**src/tesf_pkg.sv**
```systemverilog
package tesf_pkg;

	localparam int ADDR_W = 4;
	localparam int DATA_W = 32;
	localparam int STRB_W = DATA_W / 8;

	// register byte offsets
	localparam logic [ADDR_W-1:0] OFF_STATUS = 4'h0;
	localparam logic [ADDR_W-1:0] OFF_SRC_ONE = 4'h4;
	localparam logic [ADDR_W-1:0] OFF_SRC_TWO = 4'h8;
	localparam logic [ADDR_W-1:0] OFF_CFG_ONE = 4'hc;

	// field positions
	localparam int STATUS_OUT_POS = 4;
	localparam int STATUS_WIN_POS = 3;
	localparam int SRC_ACTIVE_POS = 0;
	localparam int CFG_OUT_ELE_POS = 0;
	localparam int CFG_WIN_ELE_POS = 1;

	// event indices
	localparam int NUM_EV = 2;
	localparam int EV_OUT = 0;
	localparam int EV_WIN = 1;

	localparam logic [NUM_EV-1:0] CFG_ELE_RESET = 2'h0;

	localparam logic [1:0] RESP_OKAY = 2'h0;
	localparam logic [1:0] RESP_SLVERR = 2'h2;

	typedef enum logic [2:0] {
		W_IDLE = 3'b001,
		W_TAKE = 3'b010,
		W_RESP = 3'b100
	} tesf_wr_state_t;

	typedef enum logic [3:0] {
		R_IDLE = 4'b0001,
		R_TAKE = 4'b0010,
		R_LOOK = 4'b0100,
		R_DATA = 4'b1000
	} tesf_rd_state_t;

	function automatic logic tesf_readable(input logic [ADDR_W-1:0] a);
		return (a == OFF_STATUS) || (a == OFF_SRC_ONE) || (a == OFF_SRC_TWO) ||
			(a == OFF_CFG_ONE);
	endfunction

	function automatic logic tesf_writable(input logic [ADDR_W-1:0] a);
		return a == OFF_CFG_ONE;
	endfunction

endpackage

```
**src/tesf_regs_if.sv**
```systemverilog
`timescale 1ns/10ps
interface tesf_regs_if;
	import tesf_pkg::*;

	logic wr_req;
	logic [ADDR_W-1:0] wr_addr;
	logic [DATA_W-1:0] wr_data;
	logic [STRB_W-1:0] wr_strb;
	logic rd_req;
	logic [ADDR_W-1:0] rd_addr;
	logic [DATA_W-1:0] rd_data;
	logic [NUM_EV-1:0] flags;
	logic [NUM_EV-1:0] latch_en;
	logic [NUM_EV-1:0] rd_clear;

	modport bus (
		output wr_req, wr_addr, wr_data, wr_strb, rd_req, rd_addr,
		input rd_data
	);

	modport regs (
		input wr_req, wr_addr, wr_data, wr_strb, rd_req, rd_addr, flags,
		output rd_data, latch_en, rd_clear
	);

endinterface

```
**src/tesf_event_flag.sv**
```systemverilog
`timescale 1ns/10ps
module tesf_event_flag (
	input logic aclk,
	input logic aresetn,
	input logic cond,
	input logic latch_en,
	input logic rd_clear,
	output logic flag
);

	typedef struct packed {
		logic flag;
	} tesf_flag_state_t;

	tesf_flag_state_t q;
	tesf_flag_state_t next_q;

	always_comb begin
		next_q = q;
		// a live condition always wins over a clearing read
		next_q.flag = cond | (latch_en & q.flag & ~rd_clear);
	end

	always_ff @(posedge aclk) begin
		if (!aresetn) begin
			q <= '0;
		end else begin
			q <= next_q;
		end
	end

	assign flag = q.flag;

endmodule

```
**src/tesf_reg_file.sv**
```systemverilog
`timescale 1ns/10ps
module tesf_reg_file
	import tesf_pkg::*;
(
	input logic aclk,
	input logic aresetn,
	tesf_regs_if.regs regs
);

	typedef struct packed {
		logic [NUM_EV-1:0] latch_en;
	} tesf_cfg_state_t;

	tesf_cfg_state_t q;
	tesf_cfg_state_t next_q;

	always_comb begin
		next_q = q;
		if (regs.wr_req && regs.wr_addr == OFF_CFG_ONE && regs.wr_strb[0]) begin
			next_q.latch_en[EV_OUT] = regs.wr_data[CFG_OUT_ELE_POS];
			next_q.latch_en[EV_WIN] = regs.wr_data[CFG_WIN_ELE_POS];
		end
	end

	always_ff @(posedge aclk) begin
		if (!aresetn) begin
			q <= CFG_ELE_RESET;
		end else begin
			q <= next_q;
		end
	end

	assign regs.latch_en = q.latch_en;

	// only the detector's own source registers clear on read
	always_comb begin
		regs.rd_clear = '0;
		regs.rd_clear[EV_OUT] = regs.rd_req && regs.rd_addr == OFF_SRC_ONE;
		regs.rd_clear[EV_WIN] = regs.rd_req && regs.rd_addr == OFF_SRC_TWO;
	end

	always_comb begin
		regs.rd_data = '0;
		unique case (regs.rd_addr)
			OFF_STATUS: begin
				regs.rd_data[STATUS_OUT_POS] = regs.flags[EV_OUT];
				regs.rd_data[STATUS_WIN_POS] = regs.flags[EV_WIN];
			end
			OFF_SRC_ONE: begin
				regs.rd_data[SRC_ACTIVE_POS] = regs.flags[EV_OUT];
			end
			OFF_SRC_TWO: begin
				regs.rd_data[SRC_ACTIVE_POS] = regs.flags[EV_WIN];
			end
			OFF_CFG_ONE: begin
				regs.rd_data[CFG_OUT_ELE_POS] = q.latch_en[EV_OUT];
				regs.rd_data[CFG_WIN_ELE_POS] = q.latch_en[EV_WIN];
			end
			default: begin
				regs.rd_data = '0;
			end
		endcase
	end

endmodule

```
**src/tesf_top.sv**
```systemverilog
`timescale 1ns/10ps
// How it works
// - status bit 4 mirrors outside-threshold event flag
// - latched outside flag holds until source-one read
// - unlatched outside flag drops when condition ends
// - status bit 3 mirrors within-threshold event flag
// - latched within flag holds until source-two read
// - unlatched within flag drops when condition ends
module tesf_top
	import tesf_pkg::*;
(
	input logic aclk,
	input logic aresetn,
	input logic [ADDR_W-1:0] s_axi_awaddr,
	input logic [2:0] s_axi_awprot,
	input logic s_axi_awvalid,
	output logic s_axi_awready,
	input logic [DATA_W-1:0] s_axi_wdata,
	input logic [STRB_W-1:0] s_axi_wstrb,
	input logic s_axi_wvalid,
	output logic s_axi_wready,
	output logic [1:0] s_axi_bresp,
	output logic s_axi_bvalid,
	input logic s_axi_bready,
	input logic [ADDR_W-1:0] s_axi_araddr,
	input logic [2:0] s_axi_arprot,
	input logic s_axi_arvalid,
	output logic s_axi_arready,
	output logic [DATA_W-1:0] s_axi_rdata,
	output logic [1:0] s_axi_rresp,
	output logic s_axi_rvalid,
	input logic s_axi_rready,
	input logic outside_event_condition,
	input logic within_event_condition,
	output logic outside_event_status_bit,
	output logic within_event_status_bit
);

	typedef struct packed {
		tesf_wr_state_t wst;
		tesf_rd_state_t rst;
		logic awready;
		logic wready;
		logic bvalid;
		logic [1:0] bresp;
		logic arready;
		logic rvalid;
		logic [1:0] rresp;
		logic [DATA_W-1:0] rdata;
		logic wr_req;
		logic [ADDR_W-1:0] wr_addr;
		logic [DATA_W-1:0] wr_data;
		logic [STRB_W-1:0] wr_strb;
		logic rd_req;
		logic [ADDR_W-1:0] rd_addr;
	} tesf_axi_state_t;

	localparam tesf_axi_state_t AXI_RESET = '{
		wst: W_IDLE,
		rst: R_IDLE,
		bresp: RESP_OKAY,
		rresp: RESP_OKAY,
		default: '0
	};

	tesf_axi_state_t q;
	tesf_axi_state_t next_q;
	logic [NUM_EV-1:0] cond;
	logic [NUM_EV-1:0] flags;

	tesf_regs_if regs_if ();

	// conditions come from detector logic on aclk, so no synchroniser
	always_comb begin
		cond = '0;
		cond[EV_OUT] = outside_event_condition;
		cond[EV_WIN] = within_event_condition;
	end

	genvar gi;
	generate
		for (gi = 0; gi < NUM_EV; gi++) begin : g_flag
			tesf_event_flag u_flag (
				.aclk(aclk),
				.aresetn(aresetn),
				.cond(cond[gi]),
				.latch_en(regs_if.latch_en[gi]),
				.rd_clear(regs_if.rd_clear[gi]),
				.flag(flags[gi])
			);
		end
	endgenerate

	assign regs_if.flags = flags;

	tesf_reg_file u_regs (
		.aclk(aclk),
		.aresetn(aresetn),
		.regs(regs_if.regs)
	);

	assign regs_if.wr_req = q.wr_req;
	assign regs_if.wr_addr = q.wr_addr;
	assign regs_if.wr_data = q.wr_data;
	assign regs_if.wr_strb = q.wr_strb;
	assign regs_if.rd_req = q.rd_req;
	assign regs_if.rd_addr = q.rd_addr;

	always_comb begin
		next_q = q;
		next_q.wr_req = 1'b0;
		next_q.rd_req = 1'b0;

		// write channel: address and data are taken together in one beat
		unique case (q.wst)
			W_IDLE: begin
				if (s_axi_awvalid && s_axi_wvalid) begin
					next_q.awready = 1'b1;
					next_q.wready = 1'b1;
					next_q.wst = W_TAKE;
				end
			end
			W_TAKE: begin
				next_q.awready = 1'b0;
				next_q.wready = 1'b0;
				next_q.wr_req = tesf_writable(s_axi_awaddr);
				next_q.wr_addr = s_axi_awaddr;
				next_q.wr_data = s_axi_wdata;
				next_q.wr_strb = s_axi_wstrb;
				next_q.bresp = tesf_writable(s_axi_awaddr) ? RESP_OKAY : RESP_SLVERR;
				next_q.bvalid = 1'b1;
				next_q.wst = W_RESP;
			end
			W_RESP: begin
				if (s_axi_bready) begin
					next_q.bvalid = 1'b0;
					next_q.wst = W_IDLE;
				end
			end
			default: begin
				next_q.awready = 1'b0;
				next_q.wready = 1'b0;
				next_q.bvalid = 1'b0;
				next_q.wst = W_IDLE;
			end
		endcase

		// read channel: data is captured in the same edge that clears a flag,
		// so the host always sees the value it cleared
		unique case (q.rst)
			R_IDLE: begin
				if (s_axi_arvalid) begin
					next_q.arready = 1'b1;
					next_q.rst = R_TAKE;
				end
			end
			R_TAKE: begin
				next_q.arready = 1'b0;
				next_q.rd_req = 1'b1;
				next_q.rd_addr = s_axi_araddr;
				next_q.rst = R_LOOK;
			end
			R_LOOK: begin
				next_q.rdata = regs_if.rd_data;
				next_q.rresp = tesf_readable(q.rd_addr) ? RESP_OKAY : RESP_SLVERR;
				next_q.rvalid = 1'b1;
				next_q.rst = R_DATA;
			end
			R_DATA: begin
				if (s_axi_rready) begin
					next_q.rvalid = 1'b0;
					next_q.rst = R_IDLE;
				end
			end
			default: begin
				next_q.arready = 1'b0;
				next_q.rvalid = 1'b0;
				next_q.rst = R_IDLE;
			end
		endcase
	end

	always_ff @(posedge aclk) begin
		if (!aresetn) begin
			q <= AXI_RESET;
		end else begin
			q <= next_q;
		end
	end

	assign s_axi_awready = q.awready;
	assign s_axi_wready = q.wready;
	assign s_axi_bresp = q.bresp;
	assign s_axi_bvalid = q.bvalid;
	assign s_axi_arready = q.arready;
	assign s_axi_rdata = q.rdata;
	assign s_axi_rresp = q.rresp;
	assign s_axi_rvalid = q.rvalid;
	assign outside_event_status_bit = flags[EV_OUT];
	assign within_event_status_bit = flags[EV_WIN];

endmodule

```
**config.mk**
```make
export PLATFORM = sky130hd
export DESIGN_NAME = tesf_top
export DESIGN_NICKNAME = d
export VERILOG_FILES = /design/src/tesf_pkg.sv /design/src/tesf_regs_if.sv /design/src/tesf_event_flag.sv /design/src/tesf_reg_file.sv /design/src/tesf_top.sv
export SDC_FILE = /design/constraint.sdc
export NUM_CORES = 1
export LEC_CHECK = 0
export BUFFER_PORTS_ARGS = -buffer_cell sky130_fd_sc_hd__buf_2
export CORE_ASPECT_RATIO = 0.7
export CORE_MARGIN = 10
export CORE_UTILIZATION = 44
export DETAILED_ROUTE_END_ITERATION = 8
export PLACE_DENSITY = 0.77
export SYNTH_ARGS = -nofsm -noshare
export SYNTH_HDL_FRONTEND = slang
export SYNTH_SLANG_ARGS = --single-unit
```
**constraint.sdc**
```tcl
create_clock -name aclk -period 1.7 [get_ports aclk]
set_input_delay 0.17 -clock aclk [delete_from_list [all_inputs] [get_ports aclk]]
set_output_delay 0.17 -clock aclk [all_outputs]
set_load 0.03 [all_outputs]
```
== Word-level counts from Yosys, hierarchy flattened ==
Index checks and enable logic that the tools add are counted.

* Flip-flop bits (word level): 37
* Output and inout port bits: 43
* Logic and storage cells: 85

* Eq/ne operators: 16
* Multiplexer cells: 20
* Bitwise gates (word level): 12
* Reduce and logical (&&, ||, !) cells: 18

{| class="wikitable"
|+ Operators with widths
! operator !! number
|-
| 4-bit == test (second input constant) || 5
|-
| 4-bit case mux with 4 select lines || 1
|-
| 2-bit AND reduction || 7
|-
| 1-bit case mux with 3 select lines || 3
|-
| 3-bit case mux with 3 select lines || 1
|-
| 4-bit by 3-bit == test with 1-bit output (second input constant) || 2
|-
| 2-bit two-way mux || 4
|-
| 4-bit two-way mux || 2
|-
| 2-bit != test (second input constant) || 4
|-
| 3-bit two-way mux || 2
|-
| 1-bit NOT || 6
|-
| 1-bit logical AND || 5
|-
| 5-bit two-way mux || 1
|-
| 1-bit bitwise AND || 4
|-
| 4-bit by 1-bit == test with 1-bit output (second input constant) || 1
|-
| 4-bit by 2-bit == test with 1-bit output (second input constant) || 1
|-
| 4-bit logical NOT || 1
|-
| 1-bit two-way mux || 4
|-
| 2-bit case mux with 2 select lines || 1
|-
| 2-bit OR reduction || 2
|-
| 3-bit by 1-bit == test with 1-bit output (second input constant) || 1
|-
| 3-bit by 2-bit == test with 1-bit output (second input constant) || 1
|-
| 3-bit == test (second input constant) || 1
|-
| 1-bit logical OR || 3
|-
| other kinds (2) || 3
|}

== Logic depth before layout (Yosys ltp) ==
* Depth after elaboration: 5
* Mapped depth: 4

== Cells and area by module ==
From an unflattened synthesis, not the netlist that was laid out.

* Cells, all modules: 497
* Area, all modules: 4469.3 um^2

{| class="wikitable"
|+ Modules (own cells, without submodules)
! module !! instances !! cells each !! area an instance (um^2) !! seq. area each (um^2)
|-
| tesf_top || 1 || 439 || 3995.1 || 1821.7
|-
| tesf_reg_file || 1 || 50 || 401.6 || 40.0
|-
| tesf_event_flag || 2 || 4 || 36.3 || 20.0
|}

== Least setup slack after synthesis ==
No wires, ideal clock.

* Path kind: flip-flop to flip-flop
* Start: register q[90] (netlist name)
* End: register q, in the netlist regs_if.rd_addr[0]
* Setup time: 0.128 ns
* Arrival time: 1.120 ns
* Required time: 1.572 ns
* Slack: 0.453 ns
* Stages on the path, launching flop included: 5
* Path buffers: 1
* Period minus slack after synthesis: 1.247 ns
* Path through: dfxtp_1 > buf_6 > nor4b_4 > mux2i_1 > nor2_1

* Cells in the longest elaborated chain, start to end: 1

{| class="wikitable"
|+ Ends and longest elaborated chain
! what !! line !! source
|-
| start: declaration || tesf_top.sv:66 || <nowiki>tesf_axi_state_t q;</nowiki>
|-
| start signal: assignment || tesf_top.sv:187 || <nowiki>q <= next_q;</nowiki>
|-
| 4-bit by 2-bit == test with 1-bit output || tesf_top.sv:150 || <nowiki>unique case (q.rst)</nowiki>
|}

No other way between the ends.
A chain may end at the register's enable or synchronous reset.

== Worst setup path after layout ==
* Start: register q[88] (netlist name)
* End: register q, in the netlist regs_if.rd_addr[0]

The elaborated chain is that of the path after synthesis.

==> summary.txt <==
STA
  • RSZ-0062 raised after global routing: false
  • Clock skew: 0.00493 ns
  • Setup TNS: 0 ns
  • Fin. max-slew vios: 0
  • Final Cycle Share: 86.1%
  • Worst slew margin: 66.2%
  • Max Freq: 683 MHz
  • Final hold violations: 0
  • Worst Tran Pin Value: 0.507 ns
  • Final setup vio count: 0
  • Final min period: 1.46 ns

GRT
  • Antenna violations before repair: 0
  • Grt met3 use: 4.11%
  • GR Overflow Total: 0
  • Largest net degree at the start of global routing: 15
  • GR Util met2: 16.0%
  • Vias in the first global route: 1273
  • First-pass GRT wire length: 5.84 mm
  • Tot GR Track Use: 10.4%
  • M1 GR Usage: 12.5%
  • GR peak layer: met2

Worst hold path
  • Worst hold path class: in2reg
  • Hold endpoint: g_flag[1].u_flag.flag$_SDFF_PN0_
  • Worst hold start: within_event_condition
  • WHS Path Cells: 2

Place
  • Port Buffers: 32
  • Post-detail-place hpwl: 2.84 mm
  • Post-Place Cells: 263
  • Routability cong.: 0.784

Yosys
  • Synth Area in Adders: 0%
  • Synth Area in Compound Gates: 11.7%
  • Sequential area share after synthesis: 38.5%
  • Asr flop ratio synth: 0%
  • Cells after Synth: 192
  • Xor/xnor share of the synthesized area: 1.49%
  • Post-synth EDFFs: 0
  • Synth Register Bits: 34
  • Synth Flop Type: dfxtp_1
  • Most frequent cells after synthesis: 37 x buf_4, 34 x dfxtp_1, 17 x nor2_1
  • Mux cell area share after synthesis: 7.50%
  • Leading area contributor after synthesis: dfxtp_1
  • Syn. warnings: 0
  • Mean Syn Cell Area: 9.21 um^2
  • Area contributors post-synth: dfxtp_1 38%, buf_4 16%, mux2i_1 6.2%, nor2_1 3.6%, nor4b_4 2.7%
  • Top-count cell post-synth: buf_4
  • Cell area after synthesis: 1770 um^2
  • Main combinational cell family by area after synthesis: simple AND/OR/NAND/NOR gates
  • Distinct cell type count after synthesis: 43
  • Top cell type's share of synthesized area: 38.5%
  • Simple logic cell fraction of the synthesized area: 20.9%

Clock tree
  • Root Buffer Master: clkbuf_8
  • CTS Buffer Depth: 2
  • Clock slew at reported path FFs: 0.07 ns
  • TritonCTS clock tree: built
  • # H-tree levels: 2
  • CTS buffer count: 5
  • Skew-Pair Late Insertion Delay: 0.28 ns
  • CTS sink count: 34
  • Post-CTS setup buffer count: 0
  • Cts repair resizes: 0
  • Hold buffers post-CTS: 0

Critical path
  • Worst r2r src: q[88]$_SDFFE_PN0P_
  • Reg-to-Reg End: regs_if.rd_addr[0]$_SDFFE_PN0N_
  • Worst EP required: 1.85 ns
  • Worst reg-to-reg path cell count: 3
  • Flop-to-flop setup slack: 0.24 ns
  • CP arrival: 1.62 ns
  • Crit-path max FO: 8
  • Crit end category: flop
  • Critical path class: reg2reg
  • Startpoint types: flop

Power
  • Peak VDD IR: 531 uV
  • PD cells: 912 nW/um^2
  • Leakage: 0.774 nW

Route
  • Via density: 4.72
  • Drt first pass iters: 4
  • Initial DRC count: 42
  • ANT nets after route: 0
  • WL/cell: 13.4 um
  • WL final: 3.63 mm
  • Residual DRC: 0
  • Via count: 1280

Floorplan
  • DIE AREA: 6990 um^2
  • Chip Height: 73.0 um
  • I/O pin count: 102
  • Cell Rows: 19
  • Die X: 95.8 um
  • CORE AREA: 3900 um^2
  • Initial Util: 45.3%

Finish
  • FILL cells: 392
  • Post-Layout Cell Count: 271
  • Synth-to-Final Area Change: 6.51%
  • Nets: 277
  • N_diodes: 0
  • Layout cells sized above 1: 23.3%

Run
  • Maxcap violations: 0

Run status
  • Status: complete, no violations
## power breakdown
part	switching [W]	internal, W
Combinational	0.000174	0.0000752
Sequential	0.0000418	0.000821
Clock	0.000279	0.000326
Total	0.000496	0.00122
## registers in the layout, indices dropped and copies added (netlist names), 2 cells and up
name and count:
g_flag.u_flag.flag 2, regs_if.rd_addr 4, regs_if.wr_addr 4, q 7, s_axi_rdata 4, regs_if.wr_data 2
u_regs.regs.latch_en 2
## through the flow
stage | setup slack (ns) | hold WS (ns) | util [%] | power, W | cell area (um^2)
global route | 0.166 | 0.106 | 48.3 | 0.00181 | 1880
global placement | 0.301 | 0.379 | 46.0 | 0.00112 | 1790
finish | 0.237 | 0.0995 | 48.3 | 0.00172 | 1880
CTS | 0.240 | 0.0948 | 48.3 | 0.00174 | 1880
floorplan | 0.453 | 0.294 | - | 0.00113 | 1880
detailed placement | 0.244 | 0.388 | 46.0 | 0.00113 | 1790
## placed cells by master (no fill, tap or decap), drive strengths merged, types with 2 or more instances in the layout
cell,instances
buf,35
dfxtp,34
conb,30
nor2,17
mux2i,11
nand2,11
a21oi,9
clkbuf,7
inv,4
o21a,4
nand3,4
nand2b,4
nor3b,4
o21ai,4
nand4,3
a211oi,3
nor3,3
nor4b,3
nor4bb,2
o41ai,2
nor4,2
xnor2,2
o211ai,2
and2,2
mux2,2
or3b,2
## per-layer routing
layer | share of wire, % | up-vias
met4 | 0.25 | 0
met1 | 46 | 584
li1 | - | 651
met3 | 9.0 | 2
met5 | 0 | -
met2 | 45 | 43
## how the worst max path moves through the flow
stage,to,cells after the start,start
floorplan,regs_if.rd_addr[0]$_SDFFE_PN0N_,4,q[90]$_SDFFE_PN0P_
global placement,regs_if.rd_addr[1]$_SDFFE_PN0N_,3,q[90]$_SDFFE_PN0P_
detailed placement,regs_if.rd_addr[2]$_SDFFE_PN0N_,3,q[88]$_SDFFE_PN0P_
CTS,regs_if.rd_addr[2]$_SDFFE_PN0N_,3,q[88]$_SDFFE_PN0P_
global route,regs_if.rd_addr[1]$_SDFFE_PN0N_,3,q[88]$_SDFFE_PN0P_
finish,regs_if.rd_addr[0]$_SDFFE_PN0N_,3,q[88]$_SDFFE_PN0P_
## cell type report
type                       count  area [um^2]  area share, %
clock inverter                 1         5.00          0.266
inverter                       4         15.0          0.797
multi-input combinational    138          848           45.0
tap                           52         65.1           3.46
clock buffer                   7         86.3           4.58
timing repair buffer          35          183           9.70
sequential                    34          681           36.1
## critical path: stages (launching register included)
cell,delay [ns]
dfxtp_1,0.54
nor4b_4,0.50
mux2i_1,0.24
nor2_1,0.05
## cell families after synthesis
logic type | Yosys count
simple gates | 61
buf+inv | 49
flops | 34
compound gates | 31
mux | 13
xor+xnor | 3
other cells | 1
No activity file was read; power rests on OpenSTA's default activity.
